File: src/sfc_pkg.sv
/*
 * Package for the status-flags and control-word block: bit positions of the
 * flags register and of control word zero, reset values, operation codes.
 * Assumes: used with package-qualified names only, nothing imported.
 */
package sfc_pkg;

  // ****************************************
  // Flags register bit positions
  // ****************************************
  localparam int unsigned FL_CARRY = 0;
  localparam int unsigned FL_PARITY = 2;
  localparam int unsigned FL_NIBBLE = 4;
  localparam int unsigned FL_ZERO = 6;
  localparam int unsigned FL_SIGN = 7;
  localparam int unsigned FL_STEP = 8;
  localparam int unsigned FL_IEN = 9;
  localparam int unsigned FL_DIR = 10;
  localparam int unsigned FL_OVF = 11;
  localparam int unsigned FL_IO_PRIV_THRESHOLD_LO = 12;
  localparam int unsigned FL_IO_PRIV_THRESHOLD_HI = 13;
  localparam int unsigned NIBBLE_BIT = 3;
  localparam int unsigned PARITY_BITS = 8;

  // Writable bits of the flags register (bits 13..0, reserved 5, 3, 1 zero)
  localparam logic [31:0] FL_MASK = 32'h0000_3fd5;
  localparam logic [31:0] FL_RESET = 32'h0000_0000;

  // ****************************************
  // Control word zero bit positions
  // ****************************************
  localparam int unsigned CW_PE = 0;
  localparam int unsigned CW_MP = 1;
  localparam int unsigned CW_EM = 2;
  localparam int unsigned CW_TS = 3;
  localparam int unsigned CW_NE = 5;
  localparam int unsigned CW_WP = 16;
  localparam int unsigned CW_AM = 18;
  localparam int unsigned CW_NW = 29;
  localparam int unsigned CW_CD = 30;
  localparam int unsigned CW_PG = 31;
  localparam logic [31:0] CW_MASK = 32'he005_002f;
  localparam logic [31:0] CW_RESET = 32'h4000_0000;
  localparam logic [31:0] CW_LOW_HALF = 32'h0000_ffff;

  // ****************************************
  // Exception vectors and privilege
  // ****************************************
  localparam logic [7:0] EXC_DEBUG = 8'h01;
  localparam logic [7:0] EXC_GP = 8'h0d;
  localparam logic [15:0] GP_ERR_ZERO = 16'h0000;
  localparam logic [1:0] PRIV_KERNEL = 2'h0;

  // ****************************************
  // Operation sizes and codes
  // ****************************************
  typedef enum logic [1:0] {SZ_BYTE, SZ_WORD, SZ_DWORD} sfc_size_e;
  typedef enum logic [1:0] {OP_ADD, OP_SUB, OP_LOGIC} sfc_alu_e;
  typedef enum logic [2:0] {
    FW_NONE, FW_POP_FLAGS_INSTR, FW_INTERRUPT_RETURN_INSTR, FW_TASK, FW_DIRECT
  } sfc_fwr_e;
  typedef enum logic [1:0] {CW_NONE, CW_MOV, CW_LMSW} sfc_cwr_e;

endpackage

File: src/sfc_arith_flags.sv
/*
 * Result-derived arithmetic flags: carry, parity, nibble carry, zero, sign,
 * overflow. Purely combinational.
 * Assumes: operands already truncated by the caller's size; result is masked to size here.
 */
`timescale 1ns/10ps
module sfc_arith_flags #(
  parameter int unsigned W = 32
) (
  // Operation
  input wire logic [W-1:0] opa,
  input wire logic [W-1:0] opb,
  input wire sfc_pkg::sfc_size_e size,
  input wire sfc_pkg::sfc_alu_e op,
  // Result and flags out
  output logic [W-1:0] result,
  output logic carry_flag,
  output logic parity_flag,
  output logic nibble_carry_flag,
  output logic zero_flag,
  output logic sign_flag,
  output logic overflow_flag
);

  logic [W:0] sum;
  logic [W-1:0] bmod;
  logic [W-1:0] carries;
  logic [W-1:0] szmask;
  int unsigned top;

  // Adder with per-bit carry vector, sign bit from size
  always_comb begin
    bmod = (op == sfc_pkg::OP_SUB) ? ~opb : opb;
    sum = {1'b0, opa} + {1'b0, bmod} + {{W{1'b0}}, (op == sfc_pkg::OP_SUB)};
    case (size)
      sfc_pkg::SZ_BYTE: top = 7;
      sfc_pkg::SZ_WORD: top = 15;
      default: top = W - 1;
    endcase
    szmask = (op == sfc_pkg::OP_LOGIC) ? (opa & opb) : sum[W-1:0];
    result = szmask;
    if (top < W - 1) begin
      result = szmask & ((({{(W-1){1'b0}}, 1'b1}) << (top + 1)) - 1'b1);
    end
    carries = opa ^ bmod ^ sum[W-1:0];
    // Carry out of top bit: carry into top+1 inverted for borrow
    if (op == sfc_pkg::OP_LOGIC) begin
      carry_flag = 1'b0;
      overflow_flag = 1'b0;
      nibble_carry_flag = 1'b0;
    end else begin
      carry_flag = ((top == W - 1) ? sum[W] : (opa[top] ^ bmod[top] ^ carries[top] ? 1'b0 : 1'b0)
                    | ((top < W - 1) ? (sum[top+1] ^ opa[top+1] ^ bmod[top+1]) : 1'b0))
                   ^ (op == sfc_pkg::OP_SUB);
      overflow_flag = carries[top] ^ ((top == W - 1) ? sum[W] :
                      (sum[top+1] ^ opa[top+1] ^ bmod[top+1]));
      // Borrow out of bit 3 is the inverted carry out of it on subtraction
      nibble_carry_flag = carries[sfc_pkg::NIBBLE_BIT+1] ^ (op == sfc_pkg::OP_SUB);
    end
    parity_flag = ~^result[sfc_pkg::PARITY_BITS-1:0];
    zero_flag = (result == '0);
    sign_flag = result[top];
  end

endmodule

File: src/sfc_core.sv
/*
 * Flags register and control word zero of the processor core, with the
 * arithmetic flag update, privilege checks, trap and interrupt gating.
 * Assumes: instruction sequencer drives one request per cycle, synchronous.
 */
`timescale 1ns/10ps
module sfc_core #(
  parameter int unsigned W = 32
) (
  // Clock and reset
  input wire logic core_clk,
  input wire logic rst_b,
  // Arithmetic operation
  input wire logic alu_valid,
  input wire sfc_pkg::sfc_alu_e alu_op,
  input wire sfc_pkg::sfc_size_e alu_size,
  input wire logic [W-1:0] alu_a,
  input wire logic [W-1:0] alu_b,
  // Flags image writes
  input wire sfc_pkg::sfc_fwr_e flags_wr,
  input wire logic [31:0] flags_image,
  input wire logic [1:0] current_priv_level,
  // Control word writes
  input wire sfc_pkg::sfc_cwr_e cw_wr,
  input wire logic [31:0] cw_image,
  // Instruction events
  input wire logic instr_done,
  input wire logic bp_match,
  input wire logic io_instr,
  input wire logic string_step,
  input wire logic [2:0] string_bytes,
  input wire logic maskable_irq_pin,
  // Register views
  output logic [31:0] flags_out,
  output logic [31:0] cw_out,
  output logic [W-1:0] alu_result,
  // Exceptions and control
  output logic exc_valid,
  output logic [7:0] exc_vector,
  output logic [15:0] exc_err_code,
  output logic io_direct_ok,
  output logic irq_take,
  output logic [W-1:0] index_delta,
  output logic align_check_on,
  output logic sup_write_protect
);

  // ****************************************
  // State
  // ****************************************
  typedef struct packed {
    logic [31:0] flags;
    logic [31:0] cw;
    logic [W-1:0] result;
    logic exc_valid;
    logic [7:0] exc_vector;
    logic [15:0] exc_err;
    logic io_ok;
    logic irq_take;
    logic [W-1:0] delta;
    logic step_armed;
  } sfc_state_s;

  sfc_state_s st_r;
  sfc_state_s st_nxt;
  logic [1:0] rst_sync_r;
  logic rst_int_b;

  logic [W-1:0] res;
  logic cf, pf, af, zf, sf, ovf;
  logic cw_bad;
  logic [31:0] cw_cand;
  logic [31:0] fl_cand;
  logic [31:0] fl_keep;

  // Reset release through two flip-flops
  always_ff @(posedge core_clk or negedge rst_b) begin
    if (!rst_b) begin
      rst_sync_r <= 2'h0;
    end else begin
      rst_sync_r <= {rst_sync_r[0], 1'b1};
    end
  end
  assign rst_int_b = rst_sync_r[1];

  // ****************************************
  // Leaf blocks
  // ****************************************
  sfc_arith_flags #(.W(W)) u_arith (
    .opa(alu_a),
    .opb(alu_b),
    .size(alu_size),
    .op(alu_op),
    .result(res),
    .carry_flag(cf),
    .parity_flag(pf),
    .nibble_carry_flag(af),
    .zero_flag(zf),
    .sign_flag(sf),
    .overflow_flag(ovf)
  );

  // Candidate control word: status-word load only touches low half
  always_comb begin
    if (cw_wr == sfc_pkg::CW_LMSW) begin
      cw_cand = (st_r.cw & ~sfc_pkg::CW_LOW_HALF)
                | (cw_image & sfc_pkg::CW_LOW_HALF & sfc_pkg::CW_MASK);
    end else begin
      cw_cand = cw_image & sfc_pkg::CW_MASK;
    end
  end

  sfc_cw_check u_cwchk (
    .image(cw_cand),
    .bad(cw_bad)
  );

  // ****************************************
  // Next state
  // ****************************************
  always_comb begin
    st_nxt = st_r;
    st_nxt.exc_valid = 1'b0;
    st_nxt.exc_vector = 8'h00;
    st_nxt.exc_err = sfc_pkg::GP_ERR_ZERO;
    fl_keep = 32'h0000_0000;
    fl_cand = flags_image & sfc_pkg::FL_MASK;

    // Arithmetic flag update
    if (alu_valid) begin
      st_nxt.result = res;
      st_nxt.flags[sfc_pkg::FL_CARRY] = cf;
      st_nxt.flags[sfc_pkg::FL_PARITY] = pf;
      st_nxt.flags[sfc_pkg::FL_NIBBLE] = af;
      st_nxt.flags[sfc_pkg::FL_ZERO] = zf;
      st_nxt.flags[sfc_pkg::FL_SIGN] = sf;
      st_nxt.flags[sfc_pkg::FL_OVF] = ovf;
    end

    // Flags image loads, privilege filtering on pop and interrupt return only
    case (flags_wr)
      sfc_pkg::FW_POP_FLAGS_INSTR, sfc_pkg::FW_INTERRUPT_RETURN_INSTR: begin
        if (current_priv_level != sfc_pkg::PRIV_KERNEL) begin
          fl_keep[sfc_pkg::FL_IO_PRIV_THRESHOLD_HI] = 1'b1;
          fl_keep[sfc_pkg::FL_IO_PRIV_THRESHOLD_LO] = 1'b1;
        end
        if (current_priv_level > st_r.flags[sfc_pkg::FL_IO_PRIV_THRESHOLD_HI:sfc_pkg::FL_IO_PRIV_THRESHOLD_LO]) begin
          fl_keep[sfc_pkg::FL_IEN] = 1'b1;
        end
        st_nxt.flags = (st_r.flags & fl_keep) | (fl_cand & ~fl_keep);
      end
      sfc_pkg::FW_TASK, sfc_pkg::FW_DIRECT: begin
        st_nxt.flags = fl_cand;
      end
      default: begin
      end
    endcase

    // Control word loads with validity fault
    if (cw_wr != sfc_pkg::CW_NONE) begin
      if (cw_bad) begin
        st_nxt.exc_valid = 1'b1;
        st_nxt.exc_vector = sfc_pkg::EXC_GP;
        st_nxt.exc_err = sfc_pkg::GP_ERR_ZERO;
      end else begin
        st_nxt.cw = cw_cand;
      end
    end

    // Debug trap on completion: step flag or breakpoint
    if (instr_done) begin
      st_nxt.step_armed = st_r.flags[sfc_pkg::FL_STEP];
      if (st_r.step_armed || (!st_r.flags[sfc_pkg::FL_STEP] && bp_match)) begin
        st_nxt.exc_valid = 1'b1;
        st_nxt.exc_vector = sfc_pkg::EXC_DEBUG;
      end
    end

    // I/O permission check in protected mode
    st_nxt.io_ok = 1'b1;
    if (st_r.cw[sfc_pkg::CW_PE] && io_instr) begin
      st_nxt.io_ok = current_priv_level
                     <= st_r.flags[sfc_pkg::FL_IO_PRIV_THRESHOLD_HI:sfc_pkg::FL_IO_PRIV_THRESHOLD_LO];
    end

    // Interrupt gating
    st_nxt.irq_take = maskable_irq_pin & st_r.flags[sfc_pkg::FL_IEN];

    // String index step, sign from direction
    st_nxt.delta = '0;
    if (string_step) begin
      st_nxt.delta = st_r.flags[sfc_pkg::FL_DIR]
                     ? (W'(0) - W'(string_bytes)) : W'(string_bytes);
    end
  end

  // Register the state
  always_ff @(posedge core_clk or negedge rst_int_b) begin
    if (!rst_int_b) begin
      st_r <= '0;
      st_r.flags <= sfc_pkg::FL_RESET;
      st_r.cw <= sfc_pkg::CW_RESET;
      st_r.io_ok <= 1'b1;
    end else begin
      st_r <= st_nxt;
    end
  end

  // ****************************************
  // Outputs
  // ****************************************
  assign flags_out = st_r.flags;
  assign cw_out = st_r.cw;
  assign alu_result = st_r.result;
  assign exc_valid = st_r.exc_valid;
  assign exc_vector = st_r.exc_vector;
  assign exc_err_code = st_r.exc_err;
  assign io_direct_ok = st_r.io_ok;
  assign irq_take = st_r.irq_take;
  assign index_delta = st_r.delta;
  assign align_check_on = st_r.cw[sfc_pkg::CW_AM];
  assign sup_write_protect = st_r.cw[sfc_pkg::CW_WP];

endmodule

File: src/sfc_cw_check.sv
/*
 * Validity check of a new control word zero image; sfc_core raises the fault.
 * Assumes: called with the full image that would be loaded.
 */
`timescale 1ns/10ps
module sfc_cw_check (
  // Candidate image
  input wire logic [31:0] image,
  // Verdict
  output logic bad
);

  // Paging without protection, or write-through off with fills on
  always_comb begin
    bad = (image[sfc_pkg::CW_PG] & ~image[sfc_pkg::CW_PE])
          | (~image[sfc_pkg::CW_CD] & image[sfc_pkg::CW_NW]);
  end

endmodule

File: config.mk
export PLATFORM = sky130hd
export DESIGN_NAME = sfc_core
export DESIGN_NICKNAME = d
export VERILOG_FILES = /design/src/sfc_pkg.sv /design/src/sfc_arith_flags.sv /design/src/sfc_core.sv /design/src/sfc_cw_check.sv
export SDC_FILE = /design/constraint.sdc
export NUM_CORES = 1
export LEC_CHECK = 0
export BUFFER_PORTS_ARGS = -buffer_cell sky130_fd_sc_hd__buf_2
export CORE_ASPECT_RATIO = 1.5
export CORE_UTILIZATION = 44
export CTS_CLUSTER_DIAMETER = 80
export DETAILED_ROUTE_END_ITERATION = 16
export GPL_TIMING_DRIVEN = 0
export PLACE_DENSITY = 0.79
export SYNTH_ARGS = -nofsm -noshare
export SYNTH_HDL_FRONTEND = slang
export SYNTH_SLANG_ARGS = --single-unit
File: constraint.sdc
create_clock -name core_clk -period 2.05 [get_ports core_clk]
set_input_delay 0.3075 -clock core_clk [delete_from_list [all_inputs] [get_ports core_clk]]
set_output_delay 0.3075 -clock core_clk [all_outputs]
set_load 0.01 [all_outputs]
==> flow_metrics.env, run 1 <==
export IMPL_synth_top_family_by_area="buffers and inverters"
export IMPL_grt_max_degree=41
export IMPL_first_global_vias=6850
export IMPL_synth_flop_cell="dfrtp_1"
export IMPL_final_common_cell="buf_4"
export IMPL_drcViolationCount=0
export IMPL_finalInstanceArea_um2=9890
export IMPL_syn_avg_cell_area_um2=8.29
export IMPL_placed_cell_area_um2=8390
export IMPL_slowest_delay_ns=0.43
export IMPL_hold_viol=0
export IMPL_hold_path_class="primary input to flip-flop"
export IMPL_dpl_hpwl_um=18400
export IMPL_start_util_pct=45.6
export IMPL_p_comb_share_pct=54.4
export IMPL_gp_congestion=1.01
export IMPL_synth_compound_area_share_pct=19.7
export IMPL_rsz0062_at_grt="true"
export IMPL_dieArea_um2=15700
export IMPL_clock_root_buffer="clkbuf_16"
export IMPL_worstSetupStartpointType="primary input"
export IMPL_wl_per_cell_um=18.1
export IMPL_numCtsBuffers=9
export IMPL_irDropWorstVdd_v=0.000417
export IMPL_io_buffers=198
export IMPL_h_tree_depth=3
export IMPL_syn_inst=806
export IMPL_syn_area_um2=6690
export IMPL_clk_insertion_delay_late_ns=0.32
export IMPL_synth_edf_count=0
export IMPL_wl_um=24300
export IMPL_vias=7117
export IMPL_power_share_clock_pct=22.3
export IMPL_crit_slowest_cell="a2111oi_4"
export IMPL_synth_xor_area_share_pct=8.52
export IMPL_synth_adder_area_share_pct=8.65
export IMPL_setup_viol=34
export IMPL_grt_use_total_pct=30.1
export IMPL_crit_chain="buf_8 > nand2b_4 > clkbuf_16 > xnor2_4 > ha_4 > a2111oi_4 > o311ai_4 > nand2_1 > o21a_1 > xor2_1 > nor2_1 > a31oi_2 > ha_2 > nand4_1 > a211oi_2 > and4_1 > nand4_1 > nor4_2 > o2111ai_2 > nand2_1"
export IMPL_die_y_um=153
export IMPL_yosys_cell_types_count=67
export IMPL_core_um2=14700
export IMPL_arrival_ns=3.99
export IMPL_ant_nets=0
export IMPL_ys_seq_elements=64
export IMPL_dieWidth_um=103
export IMPL_synth_top_area_cell="dfrtp_1"
export IMPL_run_status="finished, violations left"
export IMPL_switching_share_pct=37.2
export IMPL_worstSetupPathType="primary input to flip-flop"
export IMPL_viasPerCell=5.30
export IMPL_skew_ns=0.00438
export IMPL_rows=54
export IMPL_synthTopCellsByArea="dfrtp_1 23%, buf_4 17%, ha_1 8.0%, xnor2_1 6.7%, a21oi_1 4.4%"
export IMPL_synth_simple_gate_area_share_pct=14.5
export IMPL_clock_sinks=64
export IMPL_pwr_share_seq_pct=23.3
export IMPL_maxCapViolCount=0
export IMPL_grt_pass1_wl_um=35700
export IMPL_ios=307
export IMPL_antenna_found_initial=2
export IMPL_drive_above_1_share_pct=50.0
export IMPL_cts_tree="yes"
export IMPL_clk_pin_slew_worst_paths_ns=0.05
export IMPL_yosys_warnings=0
export IMPL_intPower_w=0.00449
export IMPL_async_flop_share_pct=100
export IMPL_period_share_pct=182
export IMPL_overflow=0
export IMPL_design_power_total_w=0.00714
export IMPL_ys_seq_area_share_pct=24.0
export IMPL_worstPathRequired_ns=2.31
export IMPL_path_max_fanout=5
export IMPL_nets=1335
export IMPL_max_freq_mhz=268
export IMPL_tightest_slew_ns=0.959
export IMPL_cellLeakagePower_nw=4.97
export IMPL_cp_end_kind="flip-flop"
export IMPL_failed_checks="negative setup slack"
export IMPL_mostFrequentLayoutCells="209 x buf_4, 199 x buf_2, 65 x conb_1"
export IMPL_fin_ws_ns=-1.68
export IMPL_clockBufferDepth=2
export IMPL_nFillCells=1195
export IMPL_utilization_pct=67.4
export IMPL_slew_limit_headroom_pct=35.8
export IMPL_power_switching_w=0.00265
export IMPL_drtPass1Iterations=6
export IMPL_syn_to_final_growth_pct=47.9
export IMPL_cellPowerDensity_nw_per_um2=722
export IMPL_yosysTopAreaCellShare_pct=23.2
export IMPL_finalMaxSlewViolations=0
export IMPL_synth_mux_area_share_pct=4.59
export IMPL_dr_first_iter_drc_count=342
export IMPL_post_route_min_period_ns=3.73
critical path, delay by kind of cell:
kind | cells | cell delay, ns
simple gates | 8 | 1.23
buf+inv | 2 | 0.28
compound gates | 6 | 1.36
fa+ha+maj | 2 | 0.44
xor+xnor | 2 | 0.36
metrics by stage:
step           hold WS, ns  std cells  setup TNS [ns]  setup slack, ns
2_1_floorplan       0.0119        869          -23.95            -1.36
3_3_place_gp        0.0931       1263          -83.22            -2.27
3_5_place_dp        0.0951       1264          -48.51            -2.32
4_1_cts              0.181       1330          -25.63            -1.57
5_1_grt              0.193       1343          -33.74            -1.77
6_report             0.196       1344          -31.43            -1.68
flip-flops by register name, summed over array words and instances, names as in the netlist:
name          flops
st_r              1
exc_vector        2
index_delta       4
alu_result       32
rst_sync_r        2
cw_out           10
io_direct_ok      1
irq_take          1
flags_out        11
power by group through the flow:
stage               Combinational, W  Clock, W  Sequential, W
floorplan                    0.00222         0        0.00164
global placement             0.00308         0        0.00169
detailed placement           0.00313         0        0.00168
CTS                          0.00363   0.00163        0.00166
global route                 0.00415   0.00167        0.00170
finish                       0.00388   0.00159        0.00167
synthesized netlist by cell type, drive strengths merged, types with 13 or more instances:
cell type  instances
xor2              14
a21oi             60
nand2             53
inv               21
dfrtp             62
mux2              21
o21ai             38
a21o              17
xnor2             51
buf              153
nor2              61
nand3             15
nand4             13
a31oi             15
ha                43
clkbuf            28
layer usage:
| metal | vias to the layer above | GRT usage [%] | share of wire, % |
|---|---|---|---|
| li1 | 3326 | - | - |
| met1 | 3278 | 30.9 | 34 |
| met2 | 409 | 54.6 | 52 |
| met3 | 104 | 5.49 | 7.8 |
| met4 | 0 | 18.4 | 6.2 |
| met5 | - | 0 | 0 |
cells by family after synthesis:
family,after synthesis
AO/OA/AOI/OAI,198
adder cells (fa/ha/maj),46
other,2
flip-flops,64
AND/OR/NAND/NOR,200
XOR/XNOR,65
buffers and inverters,203
multiplexers,28
path summary, 6_finish.rpt:
| check | start | endpoint | slack, ns | depth (start not counted) |
|---|---|---|---|---|
| min | flags_image[7] | flags_out[7]$_DFFE_PN0P_ | 0.20 | 3 |
| min reg2reg | rst_sync_r[1]$_DFF_PN0_ | alu_result[23]$_DFFE_PN0P_ | 0.25 | 0 |
| max | alu_op[1] | flags_out[6]$_DFFE_PN0P_ | -1.68 | 20 |
| max reg2reg | flags_out[13]$_DFFE_PN0N_ | flags_out[9]$_DFFE_PN0N_ | 0.23 | 7 |
| min in group asynchronous | rst_sync_r[1]$_DFF_PN0_ | alu_result[23]$_DFFE_PN0P_ | 0.25 | 0 |
| max in group asynchronous | rst_sync_r[1]$_DFF_PN0_ | io_direct_ok$_DFF_PN1_ | 1.15 | 1 |
cell type report:
cell class	instances	area (µm²)	share of cell area, %
Inverter	22	82.6	0.835
Tap cell	196	245	2.48
Sequential cell	64	1610	16.2
Timing Repair Buffer	263	1540	15.6
Antenna cell	2	5.00	0.0506
Clock buffer	10	229	2.32
Buffer	179	1370	13.9
Clock inverter	6	83.8	0.848
Multi-Input combinational cell	602	4720	47.8
what timing repair did:
action	in CTS	in global routing
hold buffers	1	0
endpoints found under the hold margin	2	0
gates resized for setup	101	42
pin swaps	54	43
gates cloned	1	0
setup endpoints to repair	37	65
setup buffers	51	17
No activity file was read; power rests on OpenSTA's default activity.
==> inputs of run 2 (changes only) <==
- CORE_UTILIZATION: 44 -> 25
- PLACE_DENSITY: 0.79 -> default
==> flow_metrics.env, run 2 (synthesized netlist as in run 1, its figures left out) <==
export IMPL_hold_path_endpoint="io_direct_ok$_DFF_PN1_"
export IMPL_worstSetupStartpointType="primary input"
export IMPL_start_util_pct=25.7
export IMPL_antenna_found_initial=4
export IMPL_path_max_fanout=7
export IMPL_first_global_vias=6713
export IMPL_clk_pin_slew_worst_paths_ns=0.05
export IMPL_cp_end_kind="flip-flop"
export IMPL_fin_ws_ns=-1.39
export IMPL_dieWidth_um=136
export IMPL_cts_tree="yes"
export IMPL_hold_path_class="primary input to flip-flop"
export IMPL_crit_buf_inv=8
export IMPL_ff2ff_path_depth=7
export IMPL_io_buffers=198
export IMPL_core_um2=26000
export IMPL_rows=72
export IMPL_clock_root_buffer="clkbuf_16"
export IMPL_crit_top_cell="buf_6"
export IMPL_drcViolationCount=0
export IMPL_timing_rr_end="flags_out[9]$_DFFE_PN0N_"
export IMPL_failed_checks="negative setup slack"
export IMPL_slowest_delay_ns=0.27
export IMPL_cellPowerDensity_nw_per_um2=699
export IMPL_maxCapViolCount=0
export IMPL_min_delay_start="io_instr"
export IMPL_seqCellArea_um2=1610
export IMPL_numCtsBuffers=9
export IMPL_final_common_cell="buf_4"
export IMPL_largest_register_ffs=32
export IMPL_arrival_ns=3.71
export IMPL_setup_tns_ns=-26.68
export IMPL_clk_insertion_delay_late_ns=0.35
export IMPL_die_y_um=202
export IMPL_max_freq_mhz=291
export IMPL_tightest_slew_ns=0.973
export IMPL_ios=307
export IMPL_rsz0062_at_grt="true"
export IMPL_gp_congestion=0.911
export IMPL_setup_viol=34
export IMPL_clock_sinks=64
export IMPL_crit_slowest_cell="ha_1"
export IMPL_worstReg2RegStart="flags_out[13]$_DFFE_PN0N_"
export IMPL_r2r_setup_slack_ns=0.22
export IMPL_clockBufferDepth=2
export IMPL_skew_ns=0.00958
export IMPL_design_power_total_w=0.00723
export IMPL_vias=6933
export IMPL_grt_use_total_pct=18.2
export IMPL_ant_nets=0
export IMPL_wl_per_cell_um=17.0
export IMPL_crit_chain="buf_6 > nand2b_4 > buf_4 > buf_6 > clkbuf_16 > xnor2_1 > ha_1 > clkbuf_4 > nand4_1 > nor3_2 > o211ai_1 > o311ai_4 > o22ai_4 > buf_6 > buf_6 > buf_6 > xor2_2 > o2111ai_1 > nor4_2 > o2111ai_2 > nand2_1"
export IMPL_worstPathRequired_ns=2.33
export IMPL_post_route_min_period_ns=3.44
export IMPL_worstSetupPathType="primary input to flip-flop"
export IMPL_period_share_pct=168
export IMPL_irDropWorstVdd_v=0.000428
export IMPL_hold_viol=0
export IMPL_syn_to_final_growth_pct=54.6
export IMPL_nFillCells=2655
export IMPL_utilization_pct=39.7
export IMPL_cellLeakagePower_nw=5.07
export IMPL_wl_um=25400
export IMPL_cp_top_family="buffers and inverters"
export IMPL_slew_limit_headroom_pct=34.9
export IMPL_finalMaxSlewViolations=0
export IMPL_nets=1345
export IMPL_multi_input_area_um2=4910
export IMPL_overflow=0
export IMPL_drive_above_1_share_pct=52.3
export IMPL_mostFrequentLayoutCells="209 x buf_4, 197 x buf_2, 65 x conb_1"
export IMPL_drtPass1Iterations=5
export IMPL_grt_max_degree=63
export IMPL_grt_pass1_wl_um=37100
export IMPL_h_tree_depth=3
export IMPL_hold_depth=2
export IMPL_dr_first_iter_drc_count=264
export IMPL_run_status="finished, violations left"
export IMPL_dieArea_um2=27400
export IMPL_dpl_hpwl_um=20100
export IMPL_viasPerCell=4.65
[run 2: through the flow]
stage / area (µm²) / hold WS, ns / setup WS, ns / std cells
finish: 10300 / 0.112 / -1.39 / 1492
detailed placement: 8550 / 0.0973 / -2.43 / 1400
global placement: 8540 / 0.0949 / -2.44 / 1400
global route: 10300 / 0.115 / -1.63 / 1492
CTS: 9940 / 0.0983 / -1.52 / 1475
floorplan: 7130 / 0.0119 / -1.36 / 869
[run 2: worst max path at each step]
stage / start / end / slack (ns) / depth (start not counted)
6_report: alu_op[1] / flags_out[6]$_DFFE_PN0P_ / -1.39 / 21
2_1_floorplan: alu_op[1] / flags_out[6]$_DFFE_PN0P_ / -1.36 / 20
5_1_grt: alu_op[1] / flags_out[6]$_DFFE_PN0P_ / -1.63 / 20
3_5_place_dp: alu_op[1] / flags_out[6]$_DFFE_PN0P_ / -2.43 / 16
3_3_place_gp: alu_op[1] / flags_out[6]$_DFFE_PN0P_ / -2.44 / 16
4_1_cts: alu_op[1] / flags_out[6]$_DFFE_PN0P_ / -1.52 / 20
[run 2: area by class of cell]
type	instances	area share, %
Multi-Input combinational cell	602	47.5
Tap cell	333	4.03
Sequential cell	64	15.6
Clock buffer	11	2.35
Timing Repair Buffer	275	16.1
Antenna cell	3	0.0726
Clock inverter	5	0.545
Buffer	177	13.0
Inverter	22	0.799
[run 2: power breakdown]
part / internal (W) / switching [W]
clock: 0.000971 / 0.000563
sequential: 0.00150 / 0.000174
combinational: 0.00204 / 0.00199
[run 2: timing repair]
item / in CTS / in global routing
pin swaps: 60 / 50
resized for setup: 127 / 67
hold buffers: 1 / 0
gates cloned: 1 / 0
setup buffers: 64 / 27
endpoints found under the hold margin: 2 / 0
endpoints found under the setup margin: 37 / 34
[run 2: per-layer routing]
| layer | vias to the layer above | track usage, % | part of all wire, % |
|---|---|---|---|
| met1 | 3219 | 17.8 | 35 |
| met4 | 0 | 12.0 | 5.8 |
| met5 | - | 0 | 0 |
| met2 | 323 | 34.7 | 54 |
| li1 | 3320 | - | - |
| met3 | 71 | 2.83 | 5.7 |
